**config.mk**
```make
export PLATFORM = sky130hd
export DESIGN_NAME = timer2_mode_engine
export DESIGN_NICKNAME = d
export VERILOG_FILES = /design/src/core/timer2_pkg.sv /design/src/core/timer2_mode_engine.sv /design/src/core/timer2_prescaler.sv /design/src/core/timer2_fall_detect.sv
export SDC_FILE = /design/constraint.sdc
export NUM_CORES = 1
export LEC_CHECK = 0
export ABC_AREA = 1
export BUFFER_PORTS_ARGS = -buffer_cell sky130_fd_sc_hd__buf_2
export CAP_MARGIN = 25
export CORE_ASPECT_RATIO = 0.5
export CORE_MARGIN = 3
export CORE_UTILIZATION = 45
export DETAILED_ROUTE_END_ITERATION = 8
export PLACE_DENSITY = 0.74
export SLEW_MARGIN = 20
export SYNTH_ARGS = -nofsm -noshare
export SYNTH_HDL_FRONTEND = slang
export SYNTH_SLANG_ARGS = --single-unit
```
**constraint.sdc**
```tcl
create_clock -name clk -period 3.85 [get_ports clk]
set_input_delay 0.385 -clock clk [delete_from_list [all_inputs] [get_ports clk]]
set_output_delay 0.385 -clock clk [all_outputs]
set_load 0.01 [all_outputs]
```
**src/core/timer2_pkg.sv**
```systemverilog
// Constants, reset values and mode codes for the sixteen-bit mode timer.
// Assumes a single 20 MHz clock; every control bit arrives as a plain port.
//
// Notes on behaviour
// - Capture mode counts up 0000H to FFFFH; wrap to zero sets overflow flag.
// - Capture mode, edge enabled: falling pin edge copies count into reload pair.
// - Capture mode: each qualifying falling pin edge sets the external flag.
// - Capture mode overflows every 65536 ticks of prescale value plus one clocks.
// - Fast mode prescales only with apply bit; compatibility mode doubles when set.
// - Down count enable resets to 0, so auto-reload counts upward.
// - Up auto-reload: at FFFFH set overflow flag and load reload pair.
// - Up auto-reload, edge enabled: falling pin edge forces reload, sets external flag.
// - Down count enable: pin high counts up, pin low counts down.
// - Up/down counting up with compare field 00B: overflow at FFFFH, flag, reload.
// - Counting down: at reload value set overflow flag and load FFFFH.
// - Up/down mode toggles external flag per wrap; it raises no interrupt.
// - Baud select bits pick baud mode; clear directions keep other timer's overflows.
// - Baud mode: high byte rollover reloads count from reload pair.
// - Baud rate equals overflow rate over 16, one count per clock.
// - Baud mode rollover sets no overflow flag and no interrupt.
// - Baud mode, edge enabled: falling edge sets external flag, no reload.
// - Baud and clock-out modes may run together on one reload pair.
// - Counter select clear, clock-out enabled: pin toggles each overflow.
// - Run control starts the timer when set and stops it when clear.
// - Clock-out frequency is clock over 2 times (65536 minus reload).
// - Clock-out mode rollovers raise no interrupt.
// - Minimum count 0000H, maximum FFFFH, boundary is the reload pair.
// - Counter select set: count falling edges on the count pin.

`default_nettype none

package timer2_pkg;
  localparam int COUNT_W = 16;
  localparam int TPS_W = 4;
  localparam logic [COUNT_W-1:0] COUNT_MIN = 16'h0000;
  localparam logic [COUNT_W-1:0] COUNT_MAX = 16'hFFFF;
  localparam logic [COUNT_W-1:0] COUNT_RESET = 16'h0000;
  localparam logic [COUNT_W-1:0] RELOAD_RESET = 16'h0000;
  localparam logic [TPS_W:0] PRESCALE_RESET = 5'h00;
  localparam logic [1:0] COMPARE_AT_MAX = 2'h0;
  localparam logic PIN_IDLE = 1'b1;

  // Operating mode decoded from the control bits
  typedef enum logic [2:0] {
    MODE_OFF = 3'b000,
    MODE_CAPTURE = 3'b001,
    MODE_RELOAD_UP = 3'b010,
    MODE_RELOAD_UPDOWN = 3'b011,
    MODE_BAUD = 3'b100,
    MODE_CLOCK_OUT = 3'b101
  } timer_mode_t;
endpackage

`default_nettype wire

```
**src/core/timer2_mode_engine.sv**
```systemverilog
// Sixteen-bit timer with capture, auto-reload, up/down, baud and clock-out modes.
// Assumes control bits are held by a register file outside and pins are synchronous.

`default_nettype none

module timer2_mode_engine (
  // Clock and reset
  input wire logic clk,
  input wire logic rst,
  // Control bits
  input wire logic runControl,
  input wire logic counterSelect,
  input wire logic captureReloadSelect,
  input wire logic externalEdgeEnable,
  input wire logic rxBaudSelect,
  input wire logic txBaudSelect,
  input wire logic downCountEnable,
  input wire logic clockOutEnable,
  input wire logic [1:0] compareModeField,
  // Clock control
  input wire logic [timer2_pkg::TPS_W-1:0] prescaleValue,
  input wire logic fastMode,
  input wire logic fastPrescaleApply,
  // Software access to count and reload
  input wire logic countWrite,
  input wire logic [timer2_pkg::COUNT_W-1:0] countWriteData,
  input wire logic reloadWrite,
  input wire logic [timer2_pkg::COUNT_W-1:0] reloadWriteData,
  input wire logic overflowFlagClear,
  input wire logic externalFlagClear,
  // Pins
  input wire logic captureDirectionPin,
  input wire logic clockPinIn,
  output logic clockOutPin,
  output logic clockOutOeN,
  // Serial port and other timer
  input wire logic timer1Overflow,
  output logic rxBaudPulse,
  output logic txBaudPulse,
  // Status
  output logic [timer2_pkg::COUNT_W-1:0] count,
  output logic [timer2_pkg::COUNT_W-1:0] reload,
  output logic overflowFlag,
  output logic externalFlag,
  output logic interruptRequest
);
  timer2_pkg::timer_mode_t mode;
  logic prescaleTick;
  logic pinFall;
  logic capFall;
  logic exEdge;
  logic tick;
  logic countDown;
  logic rollover;
  logic clockOutMode;
  logic [timer2_pkg::COUNT_W-1:0] next_count;
  logic [timer2_pkg::COUNT_W-1:0] next_reload;
  logic next_overflowFlag;
  logic next_externalFlag;
  logic next_clockOutPin;
  logic next_clockOutOeN;
  logic next_rxBaudPulse;
  logic next_txBaudPulse;
  logic next_interruptRequest;

  // Mode decode; baud selects and clock-out outrank capture/reload select
  function automatic timer2_pkg::timer_mode_t decodeMode(
    input logic run,
    input logic baud,
    input logic clkOut,
    input logic capSel,
    input logic down_count_enable
  );
    if (!run) begin
      decodeMode = timer2_pkg::MODE_OFF;
    end else if (baud) begin
      decodeMode = timer2_pkg::MODE_BAUD;
    end else if (clkOut) begin
      decodeMode = timer2_pkg::MODE_CLOCK_OUT;
    end else if (capSel) begin
      decodeMode = timer2_pkg::MODE_CAPTURE;
    end else if (down_count_enable) begin
      decodeMode = timer2_pkg::MODE_RELOAD_UPDOWN;
    end else begin
      decodeMode = timer2_pkg::MODE_RELOAD_UP;
    end
  endfunction

  // Tick source: system clock through the prescaler
  timer2_prescaler prescaler (
    .clk(clk),
    .rst(rst),
    .prescaleValue(prescaleValue),
    .fastMode(fastMode),
    .fastPrescaleApply(fastPrescaleApply),
    .tick(prescaleTick)
  );

  // Falling edges on the external count pin
  timer2_fall_detect countEdge (
    .clk(clk),
    .rst(rst),
    .pin(clockPinIn),
    .fall(pinFall)
  );

  // Falling edges on the capture/direction pin
  timer2_fall_detect captureEdge (
    .clk(clk),
    .rst(rst),
    .pin(captureDirectionPin),
    .fall(capFall)
  );

  // Mode, tick and direction selection
  always_comb begin
    mode = decodeMode(runControl, rxBaudSelect || txBaudSelect,
      clockOutEnable && !counterSelect, captureReloadSelect, downCountEnable);
    clockOutMode = clockOutEnable && !counterSelect;
    exEdge = capFall && externalEdgeEnable;
    // With counter select clear, baud and clock-out step every clock so their rates follow the reload value
    if (!runControl) begin
      tick = 1'b0;
    end else if (counterSelect) begin
      tick = pinFall;
    end else if (mode == timer2_pkg::MODE_BAUD || clockOutMode) begin
      tick = 1'b1;
    end else begin
      tick = prescaleTick;
    end
    // Direction only follows the pin in up/down mode
    countDown = (mode == timer2_pkg::MODE_RELOAD_UPDOWN) && !captureDirectionPin;
  end

  // Count and reload pair next values
  always_comb begin
    next_count = count;
    next_reload = reload;
    rollover = 1'b0;
    if (countWrite) begin
      // Software load wins over this cycle's step
      next_count = countWriteData;
    end else if (tick) begin
      if (countDown) begin
        if (count == reload) begin
          next_count = timer2_pkg::COUNT_MAX;
          rollover = 1'b1;
        end else begin
          next_count = count - 16'h0001;
        end
      end else if (count == timer2_pkg::COUNT_MAX) begin
        rollover = 1'b1;
        if (mode == timer2_pkg::MODE_CAPTURE) begin
          next_count = timer2_pkg::COUNT_MIN;
        end else begin
          // Baud and clock-out share this same reload pair
          next_count = reload;
        end
      end else begin
        next_count = count + 16'h0001;
      end
    end
    // Pin-driven reload only in up-only auto-reload; baud mode ignores it
    if (exEdge && mode == timer2_pkg::MODE_RELOAD_UP && !countWrite) begin
      next_count = reload;
    end
    if (reloadWrite) begin
      next_reload = reloadWriteData;
    end
    // A capture in the same cycle as a reload write keeps the captured count
    if (exEdge && mode == timer2_pkg::MODE_CAPTURE) begin
      next_reload = count;
    end
  end

  // Flags, interrupt and pin next values
  always_comb begin
    // Clear first so a same-cycle hardware event still sets the flag
    next_overflowFlag = overflowFlag && !overflowFlagClear;
    next_externalFlag = externalFlag && !externalFlagClear;
    if (rollover && (mode == timer2_pkg::MODE_CAPTURE
        || mode == timer2_pkg::MODE_RELOAD_UP
        || mode == timer2_pkg::MODE_RELOAD_UPDOWN)) begin
      next_overflowFlag = 1'b1;
    end
    if (mode == timer2_pkg::MODE_RELOAD_UPDOWN) begin
      if (rollover) begin
        next_externalFlag = !externalFlag;
      end
    end else if (exEdge && (mode == timer2_pkg::MODE_CAPTURE
        || mode == timer2_pkg::MODE_RELOAD_UP
        || mode == timer2_pkg::MODE_BAUD)) begin
      next_externalFlag = 1'b1;
    end
    // External flag is a seventeenth bit in up/down mode, not an interrupt
    next_interruptRequest = overflowFlag
      || (externalFlag && mode != timer2_pkg::MODE_RELOAD_UPDOWN);
    // Clock-out toggles on each rollover, giving a 50% duty square wave
    next_clockOutPin = clockOutPin;
    if (clockOutMode && rollover) begin
      next_clockOutPin = !clockOutPin;
    end
    next_clockOutOeN = !clockOutMode;
    // Each serial direction takes this timer or the other timer's overflow
    next_rxBaudPulse = rxBaudSelect ? (rollover && mode == timer2_pkg::MODE_BAUD)
      : timer1Overflow;
    next_txBaudPulse = txBaudSelect ? (rollover && mode == timer2_pkg::MODE_BAUD)
      : timer1Overflow;
  end

  // State registers; down count enable lives outside and resets to zero there
  always_ff @(posedge clk) begin
    if (rst) begin
      count <= timer2_pkg::COUNT_RESET;
      reload <= timer2_pkg::RELOAD_RESET;
      overflowFlag <= 1'b0;
      externalFlag <= 1'b0;
      interruptRequest <= 1'b0;
      clockOutPin <= timer2_pkg::PIN_IDLE;
      clockOutOeN <= 1'b1;
      rxBaudPulse <= 1'b0;
      txBaudPulse <= 1'b0;
    end else begin
      count <= next_count;
      reload <= next_reload;
      overflowFlag <= next_overflowFlag;
      externalFlag <= next_externalFlag;
      interruptRequest <= next_interruptRequest;
      clockOutPin <= next_clockOutPin;
      clockOutOeN <= next_clockOutOeN;
      rxBaudPulse <= next_rxBaudPulse;
      txBaudPulse <= next_txBaudPulse;
    end
  end
endmodule

`default_nettype wire

```
**src/core/timer2_prescaler.sv**
```systemverilog
// Prescaler that turns the system clock into count ticks.
// Assumes the prescale value and mode bits are steady between writes.

`default_nettype none

module timer2_prescaler (
  // Clock and reset
  input wire logic clk,
  input wire logic rst,
  // Control
  input wire logic [timer2_pkg::TPS_W-1:0] prescaleValue,
  input wire logic fastMode,
  input wire logic fastPrescaleApply,
  // Tick out
  output logic tick
);
  logic [timer2_pkg::TPS_W:0] divCount;
  logic [timer2_pkg::TPS_W:0] next_divCount;
  logic [timer2_pkg::TPS_W:0] limit;

  // Divide limit: fast mode bypasses unless applied, compatibility doubles when applied
  always_comb begin
    if (fastMode && !fastPrescaleApply) begin
      limit = timer2_pkg::PRESCALE_RESET;
    end else if (!fastMode && fastPrescaleApply) begin
      limit = {prescaleValue, 1'b1};
    end else begin
      limit = {1'b0, prescaleValue};
    end
    tick = (divCount >= limit);
    next_divCount = tick ? timer2_pkg::PRESCALE_RESET : divCount + 5'h01;
  end

  // Divider register
  always_ff @(posedge clk) begin
    if (rst) begin
      divCount <= timer2_pkg::PRESCALE_RESET;
    end else begin
      divCount <= next_divCount;
    end
  end
endmodule

`default_nettype wire

```
**src/core/timer2_fall_detect.sv**
```systemverilog
// Falling edge detector for a pin already synchronous to clk.
// Idles high after reset so a pin already low at release gives one falling edge.

`default_nettype none

module timer2_fall_detect (
  // Clock and reset
  input wire logic clk,
  input wire logic rst,
  // Pin and edge
  input wire logic pin,
  output logic fall
);
  logic prev;
  logic next_prev;

  // Edge is a one-cycle pulse on the first low sample
  always_comb begin
    next_prev = pin;
    fall = prev && !pin;
  end

  always_ff @(posedge clk) begin
    if (rst) begin
      prev <= timer2_pkg::PIN_IDLE;
    end else begin
      prev <= next_prev;
    end
  end
endmodule

`default_nettype wire

```
==> reports/results.tsv, run 1 <==
metric	value	unit
synth.yosys.seq_area_share	0.238	
portBuffers	93	
synth-seq-cells	46	
finalSetupTns	0	ns
fmax	410	MHz
grt_pass1_vias	3805	
dp_hpwl	8650	µm
clock_power_share	0.325	
power_switching	0.515	mW
worstSetupStartpointType	input port	
seqCellArea	921	µm²
antenna_found_initial	0	
tritoncts	done	
switching_share	0.363	
slew_headroom	0.455	
min_period_over_period	0.633	
initial_core_util	0.474	
final.setup_skew	0.00393	ns
diodes	0	
setup-violations-final	0	
nets	793	
track_usage	0.249	
multi_input_area	2480	µm²
sequentialPowerShare	0.406	
crit_required	4.08	ns
yosysWarnings	0	
cts_made_buffers	5	
post_cts_buffers	0	
avgSynthCellArea	5.89	µm²
grt_max_degree	33	
vdd_drop_max	188	µV
drive_above_1_share	0.193	
synth.distinct_cells	31	
cts_hold_buf	0	
p_leak	2.13	nW
root_buffer	clkbuf_16	
outcome	completed	
dr.pass1.iters	5	
yosys.area.top_type	dfxtp_1	
coreArea	8170	µm²
total_power	1.42	mW
critPathMaxFanout	17	
hold_path.class	in -> reg	
first_iter_violations	399	
synthTopCellsByArea	dfxtp_1 24%, nand2_1 15%, nor2_1 10%, nand3_1 7.6%, a21oi_1 6.3%	
overflow	0	
syn-instance-count	658	
syn_area	3870	µm²
fill_cells	879	
num_vias	4343	
drv_cap	0	
synthToLayoutAreaGrowth	15.0	%
vias_per_cell	5.16	
fin_ws	1.41	ns
clockBufferDepth	2	
place.gp.congestion	0.951	
finalWirelength	12000	µm
endpoint_kind	flip-flop	
pwr-share-comb	0.269	
critical_path_class	in -> reg	
hold_viol	0	
wl_per_cell	14.3	µm
clkSlewWorstSetupHoldPaths	0.07	ns
whs	0.263	ns
post-route-util	0.545	
synth_top_cell_area_share	0.238	
rsz0062_at_grt	no	
clk_latency	0.30	ns
drc	0	
layoutNonFillerInstCount	841	
stdcell_area	4450	µm²
drv_slew	0	
placed_area	4300	µm²
htreeDepth	2	
ant_nets	0	
die_x	137	µm
p_int	0.903	mW
dp_cells	833	
ios	96	
die_h	71.6	µm
synthesis.nets	723	
cts_num_sinks	46	
post_cts_resized	0	
die-area	9820	µm²
place_ws	1.12	ns
grt_pass1_wl	19200	µm
critPathArrivalTime	2.67	ns
rows	23	
fin_crit	2.44	ns
power_density	319	nW/µm²
worst_pin_slew	0.817	ns
-- flip-flops by register name, indices dropped and copies added (netlist names) --
register	flops
reload	16
prescaler.divCount	5
countEdge.prev	1
interruptRequest	1
clockOutOeN	1
externalFlag	1
overflowFlag	1
captureEdge.prev	1
clockOutPin	1
txBaudPulse	1
count	16
rxBaudPulse	1
-- cell type report --
| class | instances | area share |
|---|---|---|
| clock inverters | 3 | 0.00562 |
| clock buffers | 5 | 0.0281 |
| repair buffers | 95 | 0.108 |
| flip-flops and latches | 46 | 0.207 |
| multi-input cells | 506 | 0.558 |
| inverters | 74 | 0.0624 |
| well taps | 112 | 0.0315 |
-- cells in the final DEF (no fill, tap or decap), types with 2 or more instances in the layout --
| cell | netlist | routed |
|---|---|---|
| nand3_1 | 59 | 59 |
| a21oi_1 | 49 | 49 |
| dfxtp_1 | 46 | 46 |
| o21bai_1 | 2 | 2 |
| xor2_1 | 14 | 14 |
| nor2_2 | 9 | 9 |
| nor3_1 | 4 | 4 |
| o211ai_1 | 4 | 4 |
| inv_1 | 65 | 65 |
| nor2_1 | 103 | 103 |
| buf_2 | 2 | 93 |
| nand3_2 | 2 | 2 |
| nor2_4 | 5 | 5 |
| nand2_1 | 158 | 157 |
| a21oi_2 | 2 | 2 |
| a211oi_1 | 16 | 16 |
| inv_2 | 9 | 9 |
| ha_1 | 8 | 8 |
| clkbuf_16 | 0 | 5 |
| nand4_1 | 10 | 10 |
| nand2_2 | 9 | 10 |
| o21ai_0 | 40 | 40 |
| nand3b_1 | 2 | 2 |
| buf_4 | 15 | 2 |
| o21ai_1 | 5 | 5 |
-- worst max-delay path, stage by stage --
cell,delay (ns)
buf_2,0.10
nor2_1,0.29
inv_1,0.13
a21oi_1,0.13
o21ai_0,0.12
ha_1,0.30
nand3_1,0.08
o21bai_1,0.13
nand3_1,0.09
nand2_1,0.11
nand2_2,0.05
buf_4,0.20
inv_2,0.31
nor2_1,0.07
a21oi_1,0.16
-- synthesized netlist by cell type --
cell and n:
a211oi_1 16, a21boi_0 1, a21oi_1 49, a21oi_2 2, buf_2 2, buf_4 15, buf_6 2, clkbuf_1 13
dfxtp_1 46, ha_1 8, inv_1 65, inv_2 9, nand2_1 158, nand2_2 9, nand2_4 1, nand3_1 59
nand3_2 2, nand3b_1 2, nand4_1 10, nor2_1 103, nor2_2 9, nor2_4 5, nor3_1 4, o211ai_1 4
o21a_1 1, o21ai_0 40, o21ai_1 5, o21bai_1 2, o31ai_1 1, xnor2_1 1, xor2_1 14
-- path summary, 6_finish.rpt --
kind,to,slack [ns],cells after the start,from
worst max-delay path,count[11],1.41,15,fastMode
worst min-delay path,countEdge.prev,0.26,3,clockPinIn
worst max register to register,count[6],1.64,11,count[0]
worst min register to register,prescaler.divCount[0],0.47,1,prescaler.divCount[0]
-- cell families after synthesis --
group | after synthesis | share of synthesized area
AND/OR/NAND/NOR | 362 | 0.406
AO/OA/AOI/OAI | 121 | 0.174
buffers and inverters | 106 | 0.122
flip-flops | 46 | 0.238
XOR/XNOR | 15 | 0.0339
adder cells (fa/ha/maj) | 8 | 0.0258
-- power groups by stage --
stage	combinational, mW	sequential (mW)	clock, mW
6_report	0.382	0.576	0.461
5_1_grt	0.434	0.583	0.488
4_1_cts	0.380	0.574	0.464
3_5_place_dp	0.378	0.585	0
3_3_place_gp	0.372	0.585	0
2_1_floorplan	0.289	0.561	0
-- layer usage --
| metal | GRT usage | vias to the layer above | share of wire |
|---|---|---|---|
| met5 | 0 | - | 0 |
| met4 | 0.0542 | 0 | 0.012 |
| met3 | 0.0645 | 14 | 0.085 |
| met2 | 0.368 | 148 | 0.40 |
| met1 | 0.366 | 1915 | 0.50 |
| li1 | - | 2266 | - |
Power figures use the tool's default switching activity.
==> run 2, diff against run 1 <==
--- a/config.mk
+++ b/config.mk
@@ -5,14 +5,14 @@
 export SDC_FILE = /design/constraint.sdc
 export NUM_CORES = 1
 export LEC_CHECK = 0
-export ABC_AREA = 1
+export ABC_AREA = 0
 export BUFFER_PORTS_ARGS = -buffer_cell sky130_fd_sc_hd__buf_2
 export CAP_MARGIN = 25
 export CORE_ASPECT_RATIO = 0.5
 export CORE_MARGIN = 3
 export CORE_UTILIZATION = 45
 export DETAILED_ROUTE_END_ITERATION = 8
-export PLACE_DENSITY = 0.74
+export PLACE_DENSITY = 0.75
 export SLEW_MARGIN = 20
 export SYNTH_ARGS = -nofsm -noshare
 export SYNTH_HDL_FRONTEND = slang
==> constraint.sdc (replaced) <==
create_clock -name clk -period 2.4 [get_ports clk]
set_input_delay 0.24 -clock clk [delete_from_list [all_inputs] [get_ports clk]]
set_output_delay 0.24 -clock clk [all_outputs]
set_load 0.01 [all_outputs]
==> reports/results.tsv, run 2 <==
metric	value	unit	change
synth_top_cell_area_share	0.260		+0.0217
die-area	9050	µm²	-7.8%
synthesis.nets	524		-28%
syn-instance-count	459		-30%
synth.area.mux_share	0.0511		+0.0511
drc	0		unchanged
startpoint	count[8]		
drive_above_1_share	0.269		+0.0759
whs_path_depth	2		-1
clockBufferDepth	2		unchanged
synth_edf_count	0		unchanged
grt_pass1_vias	3288		-14%
root_buffer	clkbuf_16		
fmax	457	MHz	
portBuffers	93		unchanged
wl_per_cell	16.3	µm	+14%
yosysWarnings	0		unchanged
critPathCapture	clockOutPin		
reg2reg_slack	0.21	ns	-1.43 ns
critPathArrivalTime	2.34	ns	-0.33 ns
avgSynthCellArea	7.73	µm²	+31%
dr.pass1.iters	5		unchanged
die_h	68.8	µm	-3.9%
worst_pin_slew	0.559	ns	-0.259 ns
fin_crit	2.19	ns	
reg2reg_to	clockOutPin		
worstSetupStartpointType	flip-flop		
vdd_drop_max	290	µV	+54%
synthTopCellsByCount	47 x nor2_1, 46 x dfxtp_1, 30 x nand2_1, 28 x xor2_1, 27 x o21ai_0		
dp_hpwl	7890	µm	-8.8%
p_int	1.55	mW	+71%
drv_cap	0		unchanged
track_usage	0.238		-0.0118
whs	0.158	ns	-0.105 ns
outcome	completed		
yosysMostFrequentCell	nor2_1		
overflow	0		unchanged
hp-start	clockPinIn		
syn_area	3550	µm²	-8.4%
final_cell_mix	93 x buf_2, 47 x nor2_1, 45 x dfxtp_1		
post_cts_resized	0		unchanged
ant_nets	0		unchanged
grt_pass1_wl	17100	µm	-11%
post_cts_buffers	0		unchanged
pwr-share-comb	0.290		+0.021
sequentialPowerShare	0.396		-0.010
synth_compound_area_frac	0.225		+0.0508
cts_made_buffers	5		unchanged
die_x	132	µm	-4.1%
finalWirelength	10900	µm	-9.9%
async_flop_share	0		unchanged
clk_latency	0.29	ns	about the same
switching_share	0.326		-0.0377
hold_viol	0		unchanged
cts_num_sinks	46		unchanged
initial_core_util	0.474		about the same
setup-violations-final	0		unchanged
synth.distinct_cells	55		+77%
place.gp.congestion	0.926		-2.6%
clock_power_share	0.314		-0.011
min_period_over_period	0.912		
htreeDepth	2		unchanged
rows	22		-4.3%
diodes	0		unchanged
power_switching	0.747	mW	+45%
synth_top_family_by_area	simple AND/OR/NAND/NOR gates		
hold_path.class	in -> reg		
p_leak	2.06	nW	-3.0%
synthSimpleGateAreaFrac	0.252		-0.154
synthToLayoutAreaGrowth	24.4	%	
critPathMaxFanout	16		-1
rsz0062_at_grt	no		
final.setup_skew	0.00407	ns	+0.000138 ns
synth_adder_area_share	0.0282		+0.00236
synth.yosys.seq_area_share	0.260		+0.0217
drv_slew	0		unchanged
synthTopCellsByArea	dfxtp_1 26%, xor2_1 6.9%, nor2_1 5.0%, xnor2_1 4.9%, mux2i_1 4.8%		
num_vias	3795		-13%
nets	621		-22%
first_iter_violations	371		-7.0%
critical_path_class	reg -> reg		
synth-seq-cells	46		unchanged
ff2ff_path_depth	8		-3
ys.flop_type	dfxtp_1		
grt_max_degree	33		unchanged
power_density	520	nW/µm²	+63%
coreArea	7490	µm²	-8.4%
finalSetupTns	0	ns	unchanged
synth-xor-area-share	0.118		+0.0846
final_common_cell	buf_2		
reg2reg_from	count[8]		
cts_hold_buf	0		unchanged
tritoncts	done		
slew_headroom	0.628		+0.173
ios	96		unchanged
largestRegisters	count x16, reload x16, prescaler.divCount x5		
clkSlewWorstSetupHoldPaths	0.07	ns	about the same
antenna_found_initial	0		unchanged
vias_per_cell	5.71		+11%
yosys.area.top_type	dfxtp_1		
crit_required	2.55	ns	-1.53 ns
endpoint_kind	flip-flop		
run 2: cell types whose count changed after synthesis, sizes merged, moves of 12 or more:
cell and change:
nor2 -70, xor2 +14, xnor2 +19, a31oi +15, inv -60, mux2i +17
o21ai -16, nand3 -42, nand2 -138, a21oi -37, nor4 +12
run 2: stage by stage:
stage               total power [mW]   util  cells  setup slack [ns]  cell area [µm²]
floorplan                       1.34      -    459             0.136             3550
global placement                1.57  0.568    657            0.0580             4250
detailed placement              1.58  0.568    657           0.00568             4250
CTS                             2.31  0.588    665            0.0653             4410
global route                    2.42  0.590    665           0.00611             4410
finish                          2.29  0.590    665             0.212             4410
run 2: logic make-up (layout without fill, tap and decap cells):
group | Yosys count | in the layout
XOR/XNOR | 48 | 48
flip-flops | 46 | 46
buffers and inverters | 53 | 151
AND/OR/NAND/NOR | 168 | 168
multiplexers | 18 | 18
AO/OA/AOI/OAI | 118 | 118
adder cells (fa/ha/maj) | 8 | 8
run 2: critical path, stage by stage (launching register included):
cell and delay, ns:
dfxtp_1 0.58, nand4_1 0.30, nor4_4 0.31, buf_4 0.26, nand2_1 0.07, o21ai_1 0.10
buf_4 0.18, and4_1 0.18, o21ai_0 0.06
run 2: routing by layer:
layer | vias up | wire, µm | global-route usage
met4 | 0 | 89 | 0.0471
li1 | 1868 | - | -
met1 | 1736 | 5280 | 0.347
met5 | - | 0 | 0
met2 | 181 | 4470 | 0.344
met3 | 10 | 1020 | 0.0732
run 2: area by class of cell:
| type | count | area [µm²] |
|---|---|---|
| clock inverters | 2 | 12.5 |
| repair buffers | 129 | 748 |
| multi-input cells | 360 | 2400 |
| flip-flops and latches | 46 | 922 |
| fillers | 719 | 3070 |
| well taps | 108 | 135 |
| inverters | 14 | 52.6 |
| clock buffers | 6 | 139 |
run 2: how the worst min path moves through the flow:
stage                            endpoint  slack, ns
floorplan                captureEdge.prev       0.35
global placement    prescaler.divCount[0]       0.45
detailed placement  prescaler.divCount[0]       0.45
CTS                        countEdge.prev       0.15
global route               countEdge.prev       0.16
finish                     countEdge.prev       0.16
run 2: power groups by stage:
stage               logic, mW  registers (mW)  clock network [mW]
floorplan               0.434           0.905                   0
global route            0.738           0.919               0.767
global placement        0.650           0.922                   0
finish                  0.665           0.910               0.720
CTS                     0.661           0.906               0.740
detailed placement      0.659           0.923                   0
